## config.mk

```make
export PLATFORM = sky130hd
export DESIGN_NAME = mtor_bank
export DESIGN_NICKNAME = d
export VERILOG_FILES = /design/src/verilog/mtor_div.v /design/src/verilog/mtor_delay.v /design/src/verilog/mtor_bank.v
export VERILOG_INCLUDE_DIRS = /design/src /design/src/verilog
export SDC_FILE = /design/constraint.sdc
export NUM_CORES = 1
export LEC_CHECK = 0
export ABC_AREA = 1
export BUFFER_PORTS_ARGS = -buffer_cell sky130_fd_sc_hd__buf_2
export CAP_MARGIN = 40
export CORE_UTILIZATION = 45
export DETAILED_ROUTE_END_ITERATION = 12
export GPL_TIMING_DRIVEN = 0
export PLACE_DENSITY = 0.61
export SLEW_MARGIN = 30
export SYNTH_ARGS = -nofsm -noshare
export SYNTH_HDL_FRONTEND = slang
export SYNTH_SLANG_ARGS = --single-unit
export TNS_END_PERCENT = 50
```

## constraint.sdc

```tcl
create_clock -name clock_i -period 3.3 [get_ports clock_i]
set_clock_uncertainty 0.05 [all_clocks]
set_input_delay 0.33 -clock clock_i [delete_from_list [all_inputs] [get_ports clock_i]]
set_output_delay 0.33 -clock clock_i [all_outputs]
set_load 0.01 [all_outputs]
```

## src/verilog/mtor_defs.vh

```
// constants for the modem timing and option register bank
`ifndef MTOR_DEFS_VH
`define MTOR_DEFS_VH

// ****************************************
// register numbers
// ****************************************
`define MTOR_REG_HANGUP 8'h0a
`define MTOR_REG_TONE 8'h0b
`define MTOR_REG_GUARD 8'h0c
`define MTOR_REG_RSVD_A 8'h0d
`define MTOR_REG_OPTIONS 8'h0e
`define MTOR_REG_RSVD_B 8'h0f
`define MTOR_REG_RSVD_C 8'h10
`define MTOR_REG_RSVD_D 8'h11
`define MTOR_REG_ANS_WAIT 8'h12
`define MTOR_REG_POLL 8'h13

// ****************************************
// reset values
// ****************************************
`define MTOR_RST_HANGUP 8'h07
`define MTOR_RST_TONE 8'h0a
`define MTOR_RST_GUARD 8'h02
`define MTOR_RST_OPTIONS 8'h85
`define MTOR_RST_ANS_WAIT 8'h1e
`define MTOR_RST_POLL 8'h02
`define MTOR_RST_ESC_CHAR 8'h2b

// ****************************************
// general option fields
// ****************************************
`define MTOR_OPT_ECHO 0
`define MTOR_OPT_QUIET 1
`define MTOR_OPT_WORDS 2
`define MTOR_OPT_HEX 3
`define MTOR_OPT_ORIG 7
`define MTOR_OPT_WMASK 8'h8f

// ****************************************
// ranges
// ****************************************
`define MTOR_HANGUP_MIN 8'h01
`define MTOR_TONE_MIN 8'h05
`define MTOR_TONE_MAX 8'h19
`define MTOR_ESC_LIMIT 8'h7f
`define MTOR_ESC_COUNT 2'h3

// ****************************************
// timing
// ****************************************
`define MTOR_CLK_NS 10
`define MTOR_MS_NS 1000000
`define MTOR_MS_CYCLES (`MTOR_MS_NS / `MTOR_CLK_NS)
`define MTOR_HANGUP_UNIT_MS 100
`define MTOR_TONE_UNIT_MS 10
`define MTOR_GUARD_UNIT_MS 14'h0032
`define MTOR_ANS_UNIT_MS 1000
`define MTOR_POLL_UNIT_MS 100

`endif

```

## src/verilog/mtor_div.v

```verilog
// free-running divider giving a one-cycle enable pulse
`timescale 1ns/1ns
module mtor_div #(
  parameter DIV = 100000
) (
  // clock and reset
  input wire clock_i,
  input wire rst_i,
  // enable out
  output reg tick_o
);
  localparam integer LAST_I = DIV - 1;
  localparam [23:0] LAST = LAST_I[23:0];
  reg [23:0] cnt;

  always @(posedge clock_i) begin
    if (rst_i) begin
      cnt <= 24'h000000;
      tick_o <= 1'b0;
    end else if (cnt == LAST) begin
      cnt <= 24'h000000;
      tick_o <= 1'b1;
    end else begin
      cnt <= cnt + 24'h000001;
      tick_o <= 1'b0;
    end
  end
endmodule // mtor_div

```

## src/verilog/mtor_delay.v

```verilog
// restartable delay counted in steps of whole milliseconds
`timescale 1ns/1ns
module mtor_delay #(
  parameter UNIT_MS = 100
) (
  // clock and reset
  input wire clock_i,
  input wire rst_i,
  // timebase
  input wire ms_tick_i,
  // control
  input wire start_i,
  input wire stop_i,
  input wire [7:0] len_i,
  // status
  output reg busy_o,
  output reg done_o
);
  localparam integer LAST_I = UNIT_MS - 1;
  localparam [15:0] LAST = LAST_I[15:0];
  reg [7:0] steps;
  reg [15:0] sub;

  // start reloads even while busy, so a re-trigger restarts the wait
  always @(posedge clock_i) begin
    if (rst_i) begin
      busy_o <= 1'b0;
      done_o <= 1'b0;
      steps <= 8'h00;
      sub <= 16'h0000;
    end else begin
      done_o <= 1'b0;
      if (stop_i) begin
        busy_o <= 1'b0;
      end else if (start_i) begin
        sub <= 16'h0000;
        steps <= len_i;
        busy_o <= (len_i != 8'h00);
        done_o <= (len_i == 8'h00);
      end else if (busy_o && ms_tick_i) begin
        if (sub == LAST) begin
          sub <= 16'h0000;
          if (steps == 8'h01) begin
            busy_o <= 1'b0;
            done_o <= 1'b1;
          end else begin
            steps <= steps - 8'h01;
          end
        end else begin
          sub <= sub + 16'h0001;
        end
      end
    end
  end
endmodule // mtor_delay

```

## src/verilog/mtor_bank.v

```verilog
// modem timing and general option register bank with its timers
`timescale 1ns/1ns
`include "mtor_defs.vh"
module mtor_bank #(
  parameter MS_CYCLES = `MTOR_MS_CYCLES,
  parameter HANGUP_UNIT_MS = `MTOR_HANGUP_UNIT_MS,
  parameter TONE_UNIT_MS = `MTOR_TONE_UNIT_MS,
  parameter ANS_UNIT_MS = `MTOR_ANS_UNIT_MS,
  parameter POLL_UNIT_MS = `MTOR_POLL_UNIT_MS
) (
  // clock and reset
  input wire clock_i,
  input wire rst_i,
  // register access from the command interpreter
  input wire reg_wr_i,
  input wire reg_rd_i,
  input wire [7:0] reg_addr_i,
  input wire [7:0] reg_wdata_i,
  output reg [7:0] reg_rdata_o,
  output reg reg_rvalid_o,
  // call commands and line carrier pin
  input wire answer_call_cmd_i,
  input wire originate_call_cmd_i,
  input wire in_call_i,
  input wire carrier_i,
  // serial characters from the host
  input wire rx_valid_i,
  input wire [7:0] rx_char_i,
  input wire online_i,
  input wire [7:0] escape_char_i,
  // tone dialling
  input wire dial_valid_i,
  input wire [3:0] dial_digit_i,
  output reg dial_ready_o,
  output reg tone_on_o,
  output reg [3:0] tone_digit_o,
  // status monitor
  input wire status_monitor_cmd_i,
  output reg poll_o,
  // call events and echo path
  output reg on_hook_o,
  output reg carrier_o,
  output reg escape_o,
  output reg echo_valid_o,
  output reg [7:0] echo_char_o,
  // option levels
  output reg echo_en_o,
  output reg result_quiet_o,
  output reg word_resp_o,
  output reg hex_readout_o,
  output reg originate_o
);
  // ****************************************
  // registers
  // ****************************************
  reg [7:0] hangup_delay;
  reg [7:0] tone_digit_duration;
  reg [7:0] escape_guard_time;
  reg [7:0] general_options;
  reg [7:0] answer_carrier_wait;
  reg [7:0] status_poll_interval;
  reg [7:0] next_rdata;
  wire wr_hangup = reg_wr_i && (reg_addr_i == `MTOR_REG_HANGUP);
  wire wr_tone = reg_wr_i && (reg_addr_i == `MTOR_REG_TONE);
  wire wr_guard = reg_wr_i && (reg_addr_i == `MTOR_REG_GUARD);
  wire wr_opts = reg_wr_i && (reg_addr_i == `MTOR_REG_OPTIONS);
  wire wr_ans = reg_wr_i && (reg_addr_i == `MTOR_REG_ANS_WAIT);
  wire wr_poll = reg_wr_i && (reg_addr_i == `MTOR_REG_POLL);
  // out-of-range values are clamped so the timers never see them
  always @(posedge clock_i) begin
    if (rst_i) begin
      hangup_delay <= `MTOR_RST_HANGUP;
      tone_digit_duration <= `MTOR_RST_TONE;
      escape_guard_time <= `MTOR_RST_GUARD;
      general_options <= `MTOR_RST_OPTIONS;
      answer_carrier_wait <= `MTOR_RST_ANS_WAIT;
      status_poll_interval <= `MTOR_RST_POLL;
    end else begin
      if (wr_hangup)
        hangup_delay <= (reg_wdata_i < `MTOR_HANGUP_MIN) ?
          `MTOR_HANGUP_MIN : reg_wdata_i;
      if (wr_tone)
        tone_digit_duration <= (reg_wdata_i < `MTOR_TONE_MIN) ?
          `MTOR_TONE_MIN : (reg_wdata_i > `MTOR_TONE_MAX) ?
          `MTOR_TONE_MAX : reg_wdata_i;
      if (wr_guard)
        escape_guard_time <= reg_wdata_i;
      if (wr_opts)
        general_options <= reg_wdata_i & `MTOR_OPT_WMASK;
      // call commands record direction, winning over a same-cycle write
      if (answer_call_cmd_i)
        general_options[`MTOR_OPT_ORIG] <= 1'b0;
      else if (originate_call_cmd_i)
        general_options[`MTOR_OPT_ORIG] <= 1'b1;
      if (wr_ans)
        answer_carrier_wait <= reg_wdata_i;
      if (wr_poll)
        status_poll_interval <= reg_wdata_i;
    end
  end

  // ****************************************
  // read port and option levels
  // ****************************************
  always @* begin
    case (reg_addr_i)
      `MTOR_REG_HANGUP: next_rdata = hangup_delay;
      `MTOR_REG_TONE: next_rdata = tone_digit_duration;
      `MTOR_REG_GUARD: next_rdata = escape_guard_time;
      `MTOR_REG_OPTIONS: next_rdata = general_options;
      `MTOR_REG_ANS_WAIT: next_rdata = answer_carrier_wait;
      `MTOR_REG_POLL: next_rdata = status_poll_interval;
      default: next_rdata = 8'h00;
    endcase
  end

  always @(posedge clock_i) begin
    if (rst_i) begin
      reg_rdata_o <= 8'h00;
      reg_rvalid_o <= 1'b0;
    end else begin
      reg_rvalid_o <= reg_rd_i;
      if (reg_rd_i)
        reg_rdata_o <= next_rdata;
    end
  end
  always @(posedge clock_i) begin
    if (rst_i) begin
      echo_en_o <= 1'b0;
      result_quiet_o <= 1'b0;
      word_resp_o <= 1'b0;
      hex_readout_o <= 1'b0;
      originate_o <= 1'b0;
    end else begin
      echo_en_o <= general_options[`MTOR_OPT_ECHO];
      result_quiet_o <= general_options[`MTOR_OPT_QUIET];
      word_resp_o <= general_options[`MTOR_OPT_WORDS];
      hex_readout_o <= general_options[`MTOR_OPT_HEX];
      originate_o <= general_options[`MTOR_OPT_ORIG];
    end
  end

  // echo only applies in command mode, never to online data
  always @(posedge clock_i) begin
    if (rst_i) begin
      echo_valid_o <= 1'b0;
      echo_char_o <= 8'h00;
    end else begin
      echo_valid_o <= rx_valid_i && !online_i &&
        general_options[`MTOR_OPT_ECHO];
      if (rx_valid_i)
        echo_char_o <= rx_char_i;
    end
  end

  // ****************************************
  // timebase, carrier and call timers
  // ****************************************
  wire ms_tick;
  mtor_div #(.DIV(MS_CYCLES)) u_ms (
    .clock_i(clock_i),
    .rst_i(rst_i),
    .tick_o(ms_tick)
  );
  reg car_s1;
  reg car_s2;
  reg car_s3;
  reg car_fall;
  reg car_rise;
  // a change counts only once the second and third stages agree
  always @(posedge clock_i) begin
    if (rst_i) begin
      car_s1 <= 1'b0;
      car_s2 <= 1'b0;
      car_s3 <= 1'b0;
      carrier_o <= 1'b0;
      car_fall <= 1'b0;
      car_rise <= 1'b0;
    end else begin
      car_s1 <= carrier_i;
      car_s2 <= car_s1;
      car_s3 <= car_s2;
      car_fall <= 1'b0;
      car_rise <= 1'b0;
      if (car_s2 == car_s3 && car_s3 != carrier_o) begin
        carrier_o <= car_s3;
        car_fall <= !car_s3;
        car_rise <= car_s3;
      end
    end
  end
  wire hang_done;
  wire ans_done;
  wire ans_stop = car_rise || carrier_o;
  mtor_delay #(.UNIT_MS(HANGUP_UNIT_MS)) u_hang (
    .clock_i(clock_i),
    .rst_i(rst_i),
    .ms_tick_i(ms_tick),
    .start_i(car_fall && in_call_i),
    .stop_i(carrier_o || !in_call_i),
    .len_i(hangup_delay),
    .busy_o(),
    .done_o(hang_done)
  );

  mtor_delay #(.UNIT_MS(ANS_UNIT_MS)) u_ans (
    .clock_i(clock_i),
    .rst_i(rst_i),
    .ms_tick_i(ms_tick),
    .start_i(answer_call_cmd_i),
    .stop_i(ans_stop && !answer_call_cmd_i),
    .len_i(answer_carrier_wait),
    .busy_o(),
    .done_o(ans_done)
  );

  always @(posedge clock_i) begin
    if (rst_i)
      on_hook_o <= 1'b0;
    else
      on_hook_o <= hang_done || ans_done;
  end

  // ****************************************
  // tone dialling
  // ****************************************
  localparam [1:0] TD_IDLE = 2'h0;
  localparam [1:0] TD_TONE = 2'h1;
  localparam [1:0] TD_GAP = 2'h2;
  reg [1:0] td_state;
  wire td_done;
  wire td_accept = (td_state == TD_IDLE) && dial_valid_i;
  wire td_go = td_accept || ((td_state == TD_TONE) && td_done);
  // the same length serves tone and gap, so one timer is reused
  mtor_delay #(.UNIT_MS(TONE_UNIT_MS)) u_tone (
    .clock_i(clock_i),
    .rst_i(rst_i),
    .ms_tick_i(ms_tick),
    .start_i(td_go),
    .stop_i(1'b0),
    .len_i(tone_digit_duration),
    .busy_o(),
    .done_o(td_done)
  );

  always @(posedge clock_i) begin
    if (rst_i) begin
      td_state <= TD_IDLE;
      tone_on_o <= 1'b0;
      tone_digit_o <= 4'h0;
      dial_ready_o <= 1'b0;
    end else begin
      case (td_state)
        TD_IDLE: begin
          dial_ready_o <= !dial_valid_i;
          if (dial_valid_i) begin
            tone_digit_o <= dial_digit_i;
            tone_on_o <= 1'b1;
            td_state <= TD_TONE;
          end
        end
        TD_TONE: begin
          if (td_done) begin
            tone_on_o <= 1'b0;
            td_state <= TD_GAP;
          end
        end
        TD_GAP: begin
          if (td_done) begin
            dial_ready_o <= 1'b1;
            td_state <= TD_IDLE;
          end
        end
        default: begin
          tone_on_o <= 1'b0;
          dial_ready_o <= 1'b0;
          td_state <= TD_IDLE;
        end
      endcase
    end
  end

  // ****************************************
  // escape detection and status polling
  // ****************************************
  reg [13:0] idle_ms;
  reg [1:0] esc_cnt;
  wire [13:0] guard_ms = {6'h00, escape_guard_time} * `MTOR_GUARD_UNIT_MS;
  wire esc_enabled = (escape_char_i <= `MTOR_ESC_LIMIT);
  wire esc_match = esc_enabled && (rx_char_i == escape_char_i);
  wire esc_first = (esc_cnt == 2'h0) && (idle_ms >= guard_ms);
  wire esc_next = (esc_cnt != 2'h0) && (idle_ms <= guard_ms);
  // idle is measured in whole milliseconds since the last character
  always @(posedge clock_i) begin
    if (rst_i) begin
      idle_ms <= 14'h0000;
      esc_cnt <= 2'h0;
      escape_o <= 1'b0;
    end else begin
      escape_o <= 1'b0;
      if (rx_valid_i)
        idle_ms <= 14'h0000;
      else if (ms_tick && idle_ms != 14'h3fff)
        idle_ms <= idle_ms + 14'h0001;
      if (!online_i) begin
        esc_cnt <= 2'h0;
      end else if (rx_valid_i) begin
        if (esc_match && (esc_first || esc_next)) begin
          if (esc_cnt == `MTOR_ESC_COUNT - 2'h1) begin
            esc_cnt <= 2'h0;
            escape_o <= 1'b1;
          end else begin
            esc_cnt <= esc_cnt + 2'h1;
          end
        end else begin
          esc_cnt <= 2'h0;
        end
      end else if (esc_cnt != 2'h0 && idle_ms > guard_ms) begin
        esc_cnt <= 2'h0;
      end
    end
  end
  reg mon_q;
  wire poll_done;
  wire mon_start = status_monitor_cmd_i && !mon_q;
  // a zero interval would poll every cycle, so it counts as one
  wire [7:0] poll_len = (status_poll_interval == 8'h00) ? 8'h01 :
    status_poll_interval;

  mtor_delay #(.UNIT_MS(POLL_UNIT_MS)) u_poll (
    .clock_i(clock_i),
    .rst_i(rst_i),
    .ms_tick_i(ms_tick),
    .start_i(mon_start || (status_monitor_cmd_i && poll_done)),
    .stop_i(!status_monitor_cmd_i),
    .len_i(poll_len),
    .busy_o(),
    .done_o(poll_done)
  );

  always @(posedge clock_i) begin
    if (rst_i) begin
      mon_q <= 1'b0;
      poll_o <= 1'b0;
    end else begin
      mon_q <= status_monitor_cmd_i;
      poll_o <= mon_start || (status_monitor_cmd_i && poll_done);
    end
  end

endmodule // mtor_bank

```

Yosys cells after proc, flatten, opt, wreduce, memory -nomap -nowiden. Cells that the tools add are included.

Add/sub/neg operators: 11. $mul: 1. Magnitude comparators: 7. Eq/ne operators: 29. Multiplexer cells: 81. Bitwise logic cells: 9. Reduce and logical (&&, ||, !) cells: 87.

Operators with widths (count): $mux W8 (21); $mux W16 (10); $add A16 B1 Y16 const B (4); $pmux W8 S6 (1); $logic_not A8 Y1 (5); $mux W1 (39); $eq A16 B7 Y1 const B (2); $eq A8 B1 Y1 const B (4); $eq A8 B4 Y1 const B (4); $reduce_bool A8 Y1 (4); $sub A8 B1 Y8 const B (4); $reduce_bool A2 Y1 (14); $logic_and A1 B1 Y1 (25); $add A24 B1 Y24 const B (1); $eq A24 B17 Y1 const B (1); $reduce_and A3 Y1 (7); $eq A16 B10 Y1 const B (1); $eq A16 B4 Y1 const B (1); $eq A8 B5 Y1 const B (2); $reduce_or A2 Y1 (8); $add A14 B1 Y14 const B (1); $ge A14 B14 Y1 (1); $gt A14 B14 Y1 (1); $le A14 B14 Y1 (1); other kinds (25) (63).

Flip-flop bits (word level): 231. Bits of input ports: 48. Output and inout port bits: 33. Word-level logic and storage cells: 275.

Logic depth before layout (Yosys ltp).
Depth in word-level cells: 7. Gate-level depth with buffers: 21.

Modules after synthesis. Synthesis repeated with hierarchy kept, for this count alone.

Cell total of the unflattened synthesis: 1924. Area total of the unflattened synthesis: 13170.1 um^2.

By module, submodules not included: mtor_bank (instances 1, cells an instance 734, area each 5499.0 um^2); mtor_delay (u_hang ...) (instances 2, cells an instance 247, area each 1567.8 um^2); mtor_delay (u_tone) (instances 1, cells an instance 247, area each 1599.0 um^2); mtor_delay (u_ans) (instances 1, cells an instance 259, area each 1592.8 um^2); mtor_div (instances 1, cells an instance 190, area each 1343.8 um^2).

Worst setup path before layout. Ideal clock, no wire load.

Kind: flip-flop to flip-flop. From: register escape_guard_time[3]. To: register esc_cnt[1]. Setup time: 0.070 ns. Data arrival time: 3.392 ns. Required time: 3.180 ns. Slack: -0.212 ns. Stages on the path, launching flop included: 20. Clock period less this slack: 3.512 ns. Path through: dfxtp_1 > ha_1 > ha_1 > inv_1 > fa_1 > inv_1 > ha_1 > nand2_1 > o21ai_0 > a21oi_1 > xor2_1 > ha_1 > nand2_1 > nor2_1 > nand3_1 > nor2_1 > nor2_1 > nand2_1 > nand3_1 > a21oi_1.

Word-level cells in the longest chain between the ends: 7. Elaborated cells between the ends (all ways): 12.

Ends and longest elaborated chain: start: declaration (RTL line mtor_bank.v:58) `reg [7:0] escape_guard_time;`; start signal: assignment (RTL line mtor_bank.v:74) `` escape_guard_time <= `MTOR_RST_GUARD; ``; start signal: assignment (RTL line mtor_bank.v:87) `escape_guard_time <= reg_wdata_i;`; $mul A8 B5 Y13 (no source line) (*); $ge A14 B14 Y1 or $le A14 B14 Y1 (tied branches) (RTL line mtor_bank.v:291, mtor_bank.v:292); $logic_and A1 B1 Y1 (on tied branches) (RTL line mtor_bank.v:291, mtor_bank.v:292); $logic_or A1 B1 Y1 (RTL line mtor_bank.v:308) `if (esc_match && (esc_first || esc_next)) begin`; $logic_and A1 B1 Y1 (RTL line mtor_bank.v:308); $mux W2 (RTL line mtor_bank.v:308); $mux W2 (RTL line mtor_bank.v:307) `end else if (rx_valid_i) begin`; end signal: assignment (RTL line mtor_bank.v:313) `esc_cnt <= esc_cnt + 2'h1;`; end: declaration (RTL line mtor_bank.v:287) `reg [1:0] esc_cnt;`.

Mark *: on every way between the ends. The rest lies on a longest branch, timed or not. A chain may end at the register's enable or synchronous reset.

Final worst setup path. Same ends and word-level chain as after synthesis.

==> impl_metrics.ini <==
[clocking]
cts_sinks = 231
h-tree-depth = 1
cts_root_buffer = clkbuf_16
clockBufferDepth = 3
clkTransAtPathRegs_ns = 0.06
cts_buffers = 28
cts_tree = yes
insertion_delay_ns = 0.55

[logic_synthesis]
synthXorXnorAreaFrac = 0.0302
avgSynthCellArea_um2 = 6.95
yosysTopAreaCell = dfxtp_1
syn-cell-area_um2 = 12500
yosysTopAreaCellShare = 0.370
synth_fa_ha_area_frac = 0.0609
synthCells = 1796
synth_top_family_by_area = simple AND/OR/NAND/NOR gates
yosysMostFrequentCell = nand2_1
synth.area.mux_share = 0
synth_cell_type_count = 55
synth_edf_count = 0
syn-num-nets = 1903
synth_flop_cell = dfxtp_1
synth_common_cells = nand2_1, inv_1, dfxtp_1
async_reset_ff_frac = 0
synth-seq-cells = 231
synth.area.top_cells = dfxtp_1, nand2_1, inv_1
synth-compound-area-share = 0.139
yosysWarnings = 0
yosys.area_share.simple = 0.310
seq_area_frac_synth = 0.370

[pwr]
power_density_nw_per_um2 = 437
p_total_mw = 6.38
ir_drop_v = 0.000337
p_leak_nw = 6.19

[setup_path]
cp_max_fo = 5
arrival_ns = 4.00
startpoint = escape_guard_time[3]
r2r-start = escape_guard_time[3]
startpoint_type = flip-flop
crit_required_ns = 3.72
r2r_cells = 20
cp-end-kind = flip-flop
path_class = reg -> reg

[outcome]
outcome = finished with violations
failed_checks = setup timing

[layout]
syn_to_final_growth_pct = 17.0
antenna_cells = 0
finish.utilization = 0.539
fillCellCount = 2731
instances_no_fill = 2313
register_area_um2 = 4640
drive_gt1_frac = 0.122
final_net_count = 2030
multiInputGateArea_um2 = 6920

[sta]
grt_setup_unrepaired = yes
max_slew.worst_pin.slew_ns = 0.801
fmax_mhz = 280
holdWs_ns = 0.0165
relSlewSlack = 0.466
period_minus_slack_ns = 3.58
setup_ws_ns = -0.278
drv_slew = 0
finalSetupViolations = 3
hold_violations = 0
finalCritPeriodShare = 1.08

[routing]
vias = 11900
wirelength_um = 33500
remaining_drc_errors = 0
wl_per_cell_um = 14.5
viasPerCell = 5.15
drt_pass1_iterations = 5
drt.antenna.violating_nets = 0
drt_iter0_markers = 672

[floorplanning]
core_area_um2 = 27100
boundaryPins = 81
fp.dieW_um = 169
dieArea_um2 = 28400
initial_utilization = 0.461
die_h_um = 169
rows = 60

[min_path]
holdPathStages = 3
min_from = dial_digit_i[2]
min_path_type = in -> reg

[grt]
grt_pass1_vias = 11400
antenna_found_initial = 1
grt.total_usage = 0.235
grt_max_degree = 14
grt_first_pass_wirelength_um = 54700
gr-total-overflow = 0

[place]
dp.cells = 2247
port_buffers = 78
dpl_worst_slack_ns = -0.499
dpl.hpwl_um = 24800
gp_congestion = 0.923

[job]
drv_cap = 0
-- layout make-up --
type | instances | area share
plain buffers | 38 | 0.0126
multi-input cells | 1278 | 0.474
repair buffers | 97 | 0.0386
inverters | 249 | 0.0641
flip-flops and latches | 231 | 0.317
clock buffers | 40 | 0.0573
clock inverters | 8 | 0.00445
well taps | 372 | 0.0319
-- kinds of logic after synthesis --
group                      after synthesis
buffers and inverters                  287
xor gates and xnor gates                43
adders and majority gates               59
AOI/OAI and AO/OA                      311
DFF                                    231
and+or+nand+nor                        865
-- report_power, final --
| part | internal (mW) | total [mW] | switching [mW] |
|---|---|---|---|
| Clock | 1.82 | 3.00 | 1.19 |
| Combinational | 0.170 | 0.501 | 0.331 |
| Sequential | 2.84 | 2.88 | 0.0380 |
| Total | 4.83 | 6.38 | 1.55 |
-- what timing repair did --
item / in CTS / in global routing
buffers inserted: 7 / 0
gates cloned: 0 / 0
resized for setup: 20 / 14
hold endpoints to repair: 11 / 0
hold buffers: 11 / 0
pin swaps: 20 / 18
endpoints found under the setup margin: 3 / 3
-- layout by cell type, fill, tap and decap left out, types with 8 or more instances in the layout --
cell type / instances
a211oi_1: 15
a21oi_1: 115
a21oi_2: 8
buf_2: 90
buf_4: 10
clkbuf_1: 18
clkbuf_16: 29
clkinv_2: 9
dfxtp_1: 226
dlygate4sd3_1: 11
ha_1: 49
inv_1: 239
nand2_1: 340
nand2_2: 15
nand3_1: 112
nand4_1: 35
nor2_1: 227
nor2_2: 8
nor3_1: 64
nor3b_1: 13
nor4_1: 11
o211ai_1: 17
o21ai_0: 113
xnor2_1: 11
xor2_1: 32
-- sequential cells by signal, indices dropped and copies added, names as in the netlist, 14 cells and up --
name	count
u_ans.sub	16
u_hang.sub	16
u_ms.cnt	24
u_poll.sub	16
idle_ms	14
u_tone.sub	16
-- final timing paths --
| path | endpoint | slack [ns] |
|---|---|---|
| hold / removal | tone_digit_o[2] | 0.02 |
| setup reg to reg | esc_cnt[1] | -0.28 |
| hold reg to reg | car_s2 | 0.36 |
| setup / recovery | esc_cnt[1] | -0.28 |
-- routing by layer --
layer | GRT usage | vias up | part of all wire
met1 | 0.298 | 5408 | 0.47
met4 | 0.0814 | 2 | 0.034
li1 | - | 6147 | -
met2 | 0.410 | 270 | 0.46
met5 | 0 | - | 0.00039
met3 | 0.0288 | 82 | 0.042
-- worst max-delay path: stages (launching register included) --
cell,delay [ns]
dfxtp_4,0.37
ha_4,0.23
ha_1,0.26
inv_1,0.05
fa_1,0.50
inv_2,0.05
ha_4,0.28
buf_4,0.13
nand4_1,0.10
o211ai_1,0.11
xnor2_1,0.18
ha_1,0.28
nand2_2,0.10
inv_1,0.04
nand2_1,0.05
nand2_1,0.06
a21oi_2,0.18
nand2_1,0.09
nand2_2,0.13
nand4_1,0.10
a21oi_1,0.14
-- stage by stage --
step	instance area (µm²)	setup TNS [ns]
floorplan	12500	0
global placement	13400	-1.40
detailed placement	13400	-1.47
CTS	14500	-0.717
global route	14600	-1.26
finish	14600	-0.749
No activity file was read; power rests on OpenSTA's default activity.
